==> src/gpc_pkg.sv <==
// Package for the three-port GPIO block: register map, reset values, widths.
// Assumes byte addresses on an Avalon-MM slave with 32-bit data.
package gpc_pkg;

  localparam int          GPC_PORTS     = 3;
  localparam int          GPC_ADDR_W    = 8;
  localparam int          GPC_DATA_W    = 32;

  // Per-port window, port index times stride plus offset
  localparam logic [7:0]  GPC_STRIDE    = 8'h20;
  localparam logic [7:0]  GPC_OFF_DIR   = 8'h00;
  localparam logic [7:0]  GPC_OFF_ALT   = 8'h04;
  localparam logic [7:0]  GPC_OFF_OUT   = 8'h08;
  localparam logic [7:0]  GPC_OFF_IEN   = 8'h0C;
  localparam logic [7:0]  GPC_OFF_PIN   = 8'h10;
  localparam logic [7:0]  GPC_OFF_STAT  = 8'h14;
  localparam logic [7:0]  GPC_OFF_CLR   = 8'h18;

  // Global registers
  localparam logic [7:0]  GPC_ADR_KILL  = 8'h60;
  localparam logic [7:0]  GPC_ADR_DBG   = 8'h64;

  // Debug shared pins on port B, and port indices
  localparam int          GPC_DBG_LO    = 6;
  localparam int          GPC_DBG_HI    = 7;
  localparam int          GPC_PORT_A    = 0;
  localparam int          GPC_PORT_B    = 1;

  // Reset values
  localparam logic [7:0]  GPC_RST_REG   = 8'h00;
  localparam logic        GPC_RST_WAIT  = 1'b1;

endpackage : gpc_pkg

==> src/gpc_port.sv <==
// GPIO for ports A, B and C with level-change interrupt and debug pin emulation.
// Assumes pads, periph outputs and debug unit outside; Avalon-MM master on core_clk.
`timescale 1ns/1ps
module gpc_port
  import gpc_pkg::*;
#(
  parameter int W = 8
) (
  // Clock and reset
  input  wire logic                  core_clk,
  input  wire logic                  arst_n,
  // Avalon-MM slave
  input  wire logic [GPC_ADDR_W-1:0] avs_address,
  input  wire logic                  avs_read,
  input  wire logic                  avs_write,
  input  wire logic [GPC_DATA_W-1:0] avs_writedata,
  output logic      [GPC_DATA_W-1:0] avs_readdata,
  output logic                       avs_waitrequest,
  // Pads
  input  wire logic [W-1:0]          pad_in_a,
  input  wire logic [W-1:0]          pad_in_b,
  input  wire logic [W-1:0]          pad_in_c,
  output logic      [W-1:0]          pad_out_a,
  output logic      [W-1:0]          pad_out_b,
  output logic      [W-1:0]          pad_out_c,
  output logic      [W-1:0]          pad_oe_a,
  output logic      [W-1:0]          pad_oe_b,
  output logic      [W-1:0]          pad_oe_c,
  output logic      [W-1:0]          pad_pullup_a,
  output logic      [W-1:0]          pad_pullup_b,
  output logic      [W-1:0]          pad_pullup_c,
  output logic      [W-1:0]          port_a_input_kill,
  // Peripheral outputs
  input  wire logic [W-1:0]          periph_out_a,
  input  wire logic [W-1:0]          periph_out_b,
  input  wire logic [W-1:0]          periph_out_c,
  // Debug unit
  input  wire logic                  debugger_attach,
  input  wire logic [1:0]            dbg_emu_level,
  output logic      [1:0]            dbg_out_value,
  output logic      [1:0]            dbg_out_select,
  // Interrupt
  output logic                       irq
);

  ////////////////////////////////////////////////////////////////////////////
  // Synchronisers

  logic [3*W:0] sync_bus;
  logic [W-1:0] sync_lvl [GPC_PORTS];
  logic         attach_s;

  gpc_sync #(
    .WIDTH (3*W+1)
  ) u_sync (
    .core_clk (core_clk),
    .arst_n   (arst_n),
    .async_in ({debugger_attach, pad_in_c, pad_in_b, pad_in_a}),
    .sync_out (sync_bus)
  );

  assign sync_lvl[0] = sync_bus[W-1:0];
  assign sync_lvl[1] = sync_bus[2*W-1:W];
  assign sync_lvl[2] = sync_bus[3*W-1:2*W];
  assign attach_s    = sync_bus[3*W];

  ////////////////////////////////////////////////////////////////////////////
  // State

  logic [W-1:0] dir      [GPC_PORTS];
  logic [W-1:0] alt      [GPC_PORTS];
  logic [W-1:0] outv     [GPC_PORTS];
  logic [W-1:0] ien      [GPC_PORTS];
  logic [W-1:0] stat     [GPC_PORTS];
  logic [W-1:0] prev     [GPC_PORTS];
  logic [W-1:0] kill;
  logic [W-1:0] next_dir  [GPC_PORTS];
  logic [W-1:0] next_alt  [GPC_PORTS];
  logic [W-1:0] next_outv [GPC_PORTS];
  logic [W-1:0] next_ien  [GPC_PORTS];
  logic [W-1:0] next_stat [GPC_PORTS];
  logic [W-1:0] next_prev [GPC_PORTS];
  logic [W-1:0] next_kill;
  logic [W-1:0] level    [GPC_PORTS];
  logic [W-1:0] next_pout [GPC_PORTS];
  logic [W-1:0] next_poe  [GPC_PORTS];
  logic [W-1:0] next_ppu  [GPC_PORTS];
  logic [GPC_DATA_W-1:0] next_rdata;
  logic         next_wait;
  logic         next_irq;
  logic         take;

  // Port-relative register hit, shared by read and write decode
  function automatic logic hit(input logic [7:0] adr, input int p, input logic [7:0] off);
    logic [7:0] base;
    base = 8'(p) * GPC_STRIDE;
    return adr == 8'(base + off);
  endfunction : hit

  ////////////////////////////////////////////////////////////////////////////
  // Effective levels

  always_comb begin
    for (int p = 0; p < GPC_PORTS; p++) begin
      level[p] = sync_lvl[p];
    end
    level[GPC_PORT_A] = sync_lvl[GPC_PORT_A] & ~kill;
    if (attach_s) begin
      level[GPC_PORT_B][GPC_DBG_HI:GPC_DBG_LO] = dbg_emu_level;
    end
  end

  ////////////////////////////////////////////////////////////////////////////
  // Bus, registers and change detection

  // Access completes on the edge where waitrequest is seen low
  assign take = (avs_read | avs_write) & ~avs_waitrequest;

  always_comb begin
    logic [W-1:0] chg;
    logic [W-1:0] clr;
    logic         any;
    chg       = '0;
    clr       = '0;
    any       = 1'b0;
    next_kill = kill;
    if (take && avs_write && avs_address == GPC_ADR_KILL) begin
      next_kill = avs_writedata[W-1:0];
    end
    for (int p = 0; p < GPC_PORTS; p++) begin
      next_dir[p]  = dir[p];
      next_alt[p]  = alt[p];
      next_outv[p] = outv[p];
      next_ien[p]  = ien[p];
      next_prev[p] = level[p];
      clr          = '0;
      if (take && avs_write) begin
        if (hit(avs_address, p, GPC_OFF_DIR)) next_dir[p] = avs_writedata[W-1:0];
        if (hit(avs_address, p, GPC_OFF_ALT)) next_alt[p] = avs_writedata[W-1:0];
        if (hit(avs_address, p, GPC_OFF_OUT)) next_outv[p] = avs_writedata[W-1:0];
        if (hit(avs_address, p, GPC_OFF_IEN)) next_ien[p] = avs_writedata[W-1:0];
        if (hit(avs_address, p, GPC_OFF_CLR)) clr = avs_writedata[W-1:0];
      end
      if (take && avs_read && hit(avs_address, p, GPC_OFF_PIN)) begin
        clr = clr | ien[p];
      end
      chg = (level[p] ^ prev[p]) & ien[p];
      if (p == GPC_PORT_A) begin
        chg = chg & ~kill & ~next_kill;
      end
      // Set beats clear so a change during the clearing read is kept
      next_stat[p] = (stat[p] & ~clr) | chg;
      any          = any | (|(next_stat[p] & next_ien[p]));
    end
    next_irq = any;
  end

  always_comb begin
    next_wait  = ~((avs_read | avs_write) & avs_waitrequest);
    next_rdata = '0;
    if (avs_read) begin
      if (avs_address == GPC_ADR_KILL) next_rdata[W-1:0] = kill;
      if (avs_address == GPC_ADR_DBG) next_rdata[0] = attach_s;
      for (int p = 0; p < GPC_PORTS; p++) begin
        if (hit(avs_address, p, GPC_OFF_DIR)) next_rdata[W-1:0] = dir[p];
        if (hit(avs_address, p, GPC_OFF_ALT)) next_rdata[W-1:0] = alt[p];
        if (hit(avs_address, p, GPC_OFF_OUT)) next_rdata[W-1:0] = outv[p];
        if (hit(avs_address, p, GPC_OFF_IEN)) next_rdata[W-1:0] = ien[p];
        if (hit(avs_address, p, GPC_OFF_PIN)) next_rdata[W-1:0] = level[p];
        if (hit(avs_address, p, GPC_OFF_STAT)) next_rdata[W-1:0] = stat[p];
      end
    end
  end

  ////////////////////////////////////////////////////////////////////////////
  // Pad drive

  always_comb begin
    for (int p = 0; p < GPC_PORTS; p++) begin
      for (int i = 0; i < W; i++) begin
        next_poe[p][i] = dir[p][i];
        next_ppu[p][i] = ~dir[p][i] & outv[p][i];
        next_pout[p][i] = outv[p][i];
      end
    end
    next_pout[0] = (alt[0] & periph_out_a) | (~alt[0] & outv[0]);
    next_pout[1] = (alt[1] & periph_out_b) | (~alt[1] & outv[1]);
    next_pout[2] = (alt[2] & periph_out_c) | (~alt[2] & outv[2]);
    // Debug unit owns the shared pins while attached; the adapter drives them
    if (attach_s) begin
      next_poe[GPC_PORT_B][GPC_DBG_HI:GPC_DBG_LO] = 2'h0;
      next_ppu[GPC_PORT_B][GPC_DBG_HI:GPC_DBG_LO] = 2'h0;
    end
  end

  ////////////////////////////////////////////////////////////////////////////
  // Registers

  always_ff @(posedge core_clk or negedge arst_n) begin
    if (!arst_n) begin
      for (int p = 0; p < GPC_PORTS; p++) begin
        dir[p]  <= W'(GPC_RST_REG);
        alt[p]  <= W'(GPC_RST_REG);
        outv[p] <= W'(GPC_RST_REG);
        ien[p]  <= W'(GPC_RST_REG);
        stat[p] <= W'(GPC_RST_REG);
        prev[p] <= W'(GPC_RST_REG);
      end
      kill            <= W'(GPC_RST_REG);
      avs_readdata    <= '0;
      avs_waitrequest <= GPC_RST_WAIT;
      irq             <= 1'b0;
      pad_out_a       <= '0;
      pad_out_b       <= '0;
      pad_out_c       <= '0;
      pad_oe_a        <= '0;
      pad_oe_b        <= '0;
      pad_oe_c        <= '0;
      pad_pullup_a    <= '0;
      pad_pullup_b    <= '0;
      pad_pullup_c    <= '0;
      port_a_input_kill <= '0;
      dbg_out_value   <= 2'h0;
      dbg_out_select  <= 2'h0;
    end else begin
      for (int p = 0; p < GPC_PORTS; p++) begin
        dir[p]  <= next_dir[p];
        alt[p]  <= next_alt[p];
        outv[p] <= next_outv[p];
        ien[p]  <= next_ien[p];
        stat[p] <= next_stat[p];
        prev[p] <= next_prev[p];
      end
      kill            <= next_kill;
      avs_readdata    <= next_rdata;
      avs_waitrequest <= next_wait;
      irq             <= next_irq;
      pad_out_a       <= next_pout[0];
      pad_out_b       <= next_pout[1];
      pad_out_c       <= next_pout[2];
      pad_oe_a        <= next_poe[0];
      pad_oe_b        <= next_poe[1];
      pad_oe_c        <= next_poe[2];
      pad_pullup_a    <= next_ppu[0];
      pad_pullup_b    <= next_ppu[1];
      pad_pullup_c    <= next_ppu[2];
      port_a_input_kill <= next_kill;
      dbg_out_value   <= next_outv[GPC_PORT_B][GPC_DBG_HI:GPC_DBG_LO];
      dbg_out_select  <= next_dir[GPC_PORT_B][GPC_DBG_HI:GPC_DBG_LO];
    end
  end

endmodule : gpc_port

==> src/gpc_sync.sv <==
// Two-flop synchroniser for a bus of independent level inputs.
// Assumes each bit is a slow level; no bit-to-bit coherence is promised.
`timescale 1ns/1ps
module gpc_sync #(
  parameter int WIDTH = 8
) (
  // Clock and reset
  input  wire logic             core_clk,
  input  wire logic             arst_n,
  // Data
  input  wire logic [WIDTH-1:0] async_in,
  output logic      [WIDTH-1:0] sync_out
);

  logic [WIDTH-1:0] meta;

  // First stage feeds only the second stage
  always_ff @(posedge core_clk or negedge arst_n) begin
    if (!arst_n) begin
      meta     <= '0;
      sync_out <= '0;
    end else begin
      meta     <= async_in;
      sync_out <= meta;
    end
  end

endmodule : gpc_sync

==> config.mk <==
export PLATFORM = sky130hd
export DESIGN_NAME = gpc_port
export DESIGN_NICKNAME = d
export VERILOG_FILES = /design/src/gpc_pkg.sv /design/src/gpc_port.sv /design/src/gpc_sync.sv
export SDC_FILE = /design/constraint.sdc
export NUM_CORES = 1
export LEC_CHECK = 0
export BUFFER_PORTS_ARGS = -buffer_cell sky130_fd_sc_hd__buf_4
export CAP_MARGIN = 30
export CORE_MARGIN = 2
export CORE_UTILIZATION = 62
export CTS_BUF_LIST = sky130_fd_sc_hd__clkbuf_4
export DETAILED_ROUTE_END_ITERATION = 8
export PLACE_DENSITY = 0.87
export SLEW_MARGIN = 20
export SYNTH_ARGS = -nofsm -noshare
export SYNTH_HDL_FRONTEND = slang
export SYNTH_SLANG_ARGS = --single-unit
==> constraint.sdc <==
create_clock -name core_clk -period 8.37 [get_ports core_clk]
set_input_delay 1.2555 -clock core_clk [delete_from_list [all_inputs] [get_ports core_clk]]
set_output_delay 1.2555 -clock core_clk [all_outputs]
set_load 0.02 [all_outputs]
==> flow_summary.ini <==
[synth]
synth_ff_type = dfrtp_1
synthCells = 933
synth_area_mm2 = 0.0119
post_synth_most_frequent_cells = dfrtp_1 (283), mux2_2 (117), nand2_1 (48)
yosysTopAreaCellShare_pct = 59.4
yosysMostFrequentCell = dfrtp_1
ys_ff_latch = 284
synth.yosys.warnings = 0
synth_enable_flop_cells = 0
async_flop_share_pct = 100
syn_avg_cell_area_um2 = 12.8
yosys.area.top_type = dfrtp_1
ys_seq_area_share_pct = 59.6
ys_types = 75
synth_area_leaders = dfrtp_1 (59%), mux2_2 (11%), nor2b_1 (2.0%), buf_4 (1.9%), xor2_1 (1.6%)

[clock_tree]
path_clk_slew_ns = 0.07
postCtsSetupBuffers = 0
postCtsHoldBufs = 0
clockRootBuffer = clkbuf_4
cts.htree.levels = 3
cts.path.max_buffers = 3
cts_resized = 0
cts_buffers = 70
clock_latency_ns = 0.69
tritoncts = built
cts_sinks = 284

[pwr]
peakVddDrop_v = 0.000176
powerDensity_mw_per_mm2 = 205
cellLeakagePower_uw = 0.00706

[sta]
setup_tns_ns = 0
rsz0062_at_grt = no
setup_slack_ns = 4.56
fin_worst_skew_ns = 0.0464
fmaxAchievable_mhz = 262
hold_violations = 0
slew_viol_final = 0
worst_pin_slew_ns = 0.912
min_period_over_period_pct = 45.5
relSlewSlack_pct = 39.2
setup_viol = 0
min_period_ns = 3.81

[drt]
routedWlPerCell_um = 23.6
vias = 8943
wl_um = 33200
drt_iter0_drc = 1080
drt_first_pass_iters = 8
ant_nets = 0
remaining_drc_errors = 0
via_per_inst = 6.35

[final_layout]
synthToLayoutAreaGrowth_pct = 18.4
drive_gt1_share_pct = 35.5
nets = 1224
layoutNonFillerInstCount = 1409

[placement]
place.gp.congestion = 1.04
post-place-ws_ns = 3.98
hpwlAfterDp_um = 22600
io_buffer_count = 164
dp.cells = 1291

[die]
fp.dieW_um = 143
floorplan.die_area_mm2 = 0.0204
chipHeight_um = 143
placementRows = 50
pin_count = 213
coreArea_mm2 = 0.0188
initial_core_util_pct = 63.6

[critical_path]
cp.arrival_ns = 4.36
cpMaxStageDelayCell = a2111oi_0
setup.worst_path.class = in -> reg
critPathCaptureType = flop
crit_required_ns = 8.91
cp_slowest_stage_delay_ns = 0.73
critPathMaxFanout = 16
crit_family = simple AND/OR/NAND/NOR gates
crit_path_start_kind = input port
cp_cell_sequence = buf_4, nor4b_4, nand3_4, mux2_1, a21boi_0, a2111oi_0, nand4_1, or4_1
crit_buf_inv = 1

[global_route]
grt_max_degree = 163
track_usage_pct = 33.4
grt_pass1_vias = 8937
antenna_found_initial = 1
grt_overflow = 0
grt_pass1_wl_um = 51000

[flow_run]
max_cap_violations = 0

[min_path]
hp-class = reg -> reg

[status]
status = finished, final reports clean
## cell families (layout without fill, tap and decap cells)
family | after synthesis | in the layout | synth area share (%)
AO/OA/AOI/OAI | 194 | 194 | 11.8
XOR/XNOR | 23 | 23 | 1.69
buffers and inverters | 79 | 297 | 3.64
flip-flops | 284 | 284 | 59.6
multiplexers | 125 | 125 | 11.8
other | 1 | 25 | 0.0314
AND/OR/NAND/NOR | 227 | 227 | 11.4
## power by group
group          switching, uW  internal [uW]
Sequential              47.5           1430
Clock                    537            631
Combinational            146           94.3
Total                    730           2160
## registers in the layout (all words and copies together) (netlist names)
signal           flops
pad_out_b            8
pad_out_a            8
u_sync.meta         25
pad_pullup_a         8
pad_oe_a             8
alt                 24
pad_pullup_b         8
ien                 24
irq                  1
avs_waitrequest      1
pad_oe_b             8
prev                24
pad_oe_c             8
avs_readdata         8
dir                 24
outv                24
pad_pullup_c         8
pad_out_c            8
u_sync.sync_out     25
stat                24
kill                 8
## cell type report
| cell class | instances | area (um^2) |
|---|---|---|
| antenna | 1 | 2.50 |
| clock buffer | 98 | 736 |
| clock inverter | 19 | 160 |
| fill | 1228 | 4650 |
| inverter | 7 | 26.3 |
| multi-input combinational | 593 | 4480 |
| sequential | 284 | 7110 |
| tap | 234 | 293 |
| timing repair buffer | 173 | 1320 |
## per-layer routing
metal  part of all wire, %  wire (um)  GRT usage, %
met1                    40      13300          46.7
met2                    46      15300          50.9
met3                    10       3460          7.95
met4                   3.3       1110          13.7
met5                     0          0             0
## worst reg2reg max path: cells and delay by family, from the launching register on
kind            cells  cell delay (ns)
compound gates      2             0.89
buf+inv             1             0.39
flops               1             0.38
mux                 1             0.40
simple gates        4             1.01
## placed cells by master, fill, tap and decap left out, types with 8 or more instances in the layout
cell type,netlist,final
and3_1,26,26
nand2_1,48,48
nor2b_1,38,38
clkbuf_4,0,98
a221oi_1,10,10
mux2_2,117,117
xor2_1,22,22
conb_1,1,24
nand3_1,13,13
nor3_1,9,9
o21ai_0,35,35
a22oi_1,17,17
clkinv_1,0,13
buf_4,30,170
dfrtp_1,283,283
a22o_1,20,20
and2_1,9,9
nor2_1,34,34
o22ai_1,10,10
a21oi_1,23,23
o221ai_1,8,8
## worst paths after layout
path / start / to / slack (ns) / cells past startpoint
max in group asynchronous: arst_n / u_sync.meta[11]$_DFF_PN0_ / 6.42 / 2
min reg2reg: u_sync.meta[19]$_DFF_PN0_ / u_sync.sync_out[19]$_DFF_PN0_ / 0.34 / 0
max: avs_address[4] / irq$_DFF_PN0_ / 4.56 / 8
min: u_sync.meta[19]$_DFF_PN0_ / u_sync.sync_out[19]$_DFF_PN0_ / 0.34 / 0
min in group asynchronous: arst_n / pad_pullup_a[3]$_DFF_PN0_ / 0.61 / 1
max reg2reg: avs_waitrequest$_DFF_PN1_ / irq$_DFF_PN0_ / 5.17 / 8
## metrics by stage
step           area, um^2  hold WS (ns)  total power, uW  utilization [%]
2_1_floorplan       12000         0.331             1620                -
3_3_place_gp        13200         0.331             1730             70.4
3_5_place_dp        13200         0.335             1740             70.5
4_1_cts             14100         0.332             2910             75.2
5_1_grt             14100         0.334             3000             75.2
6_report            14100         0.340             2890             75.2
(Power assumes the default switching activity.)
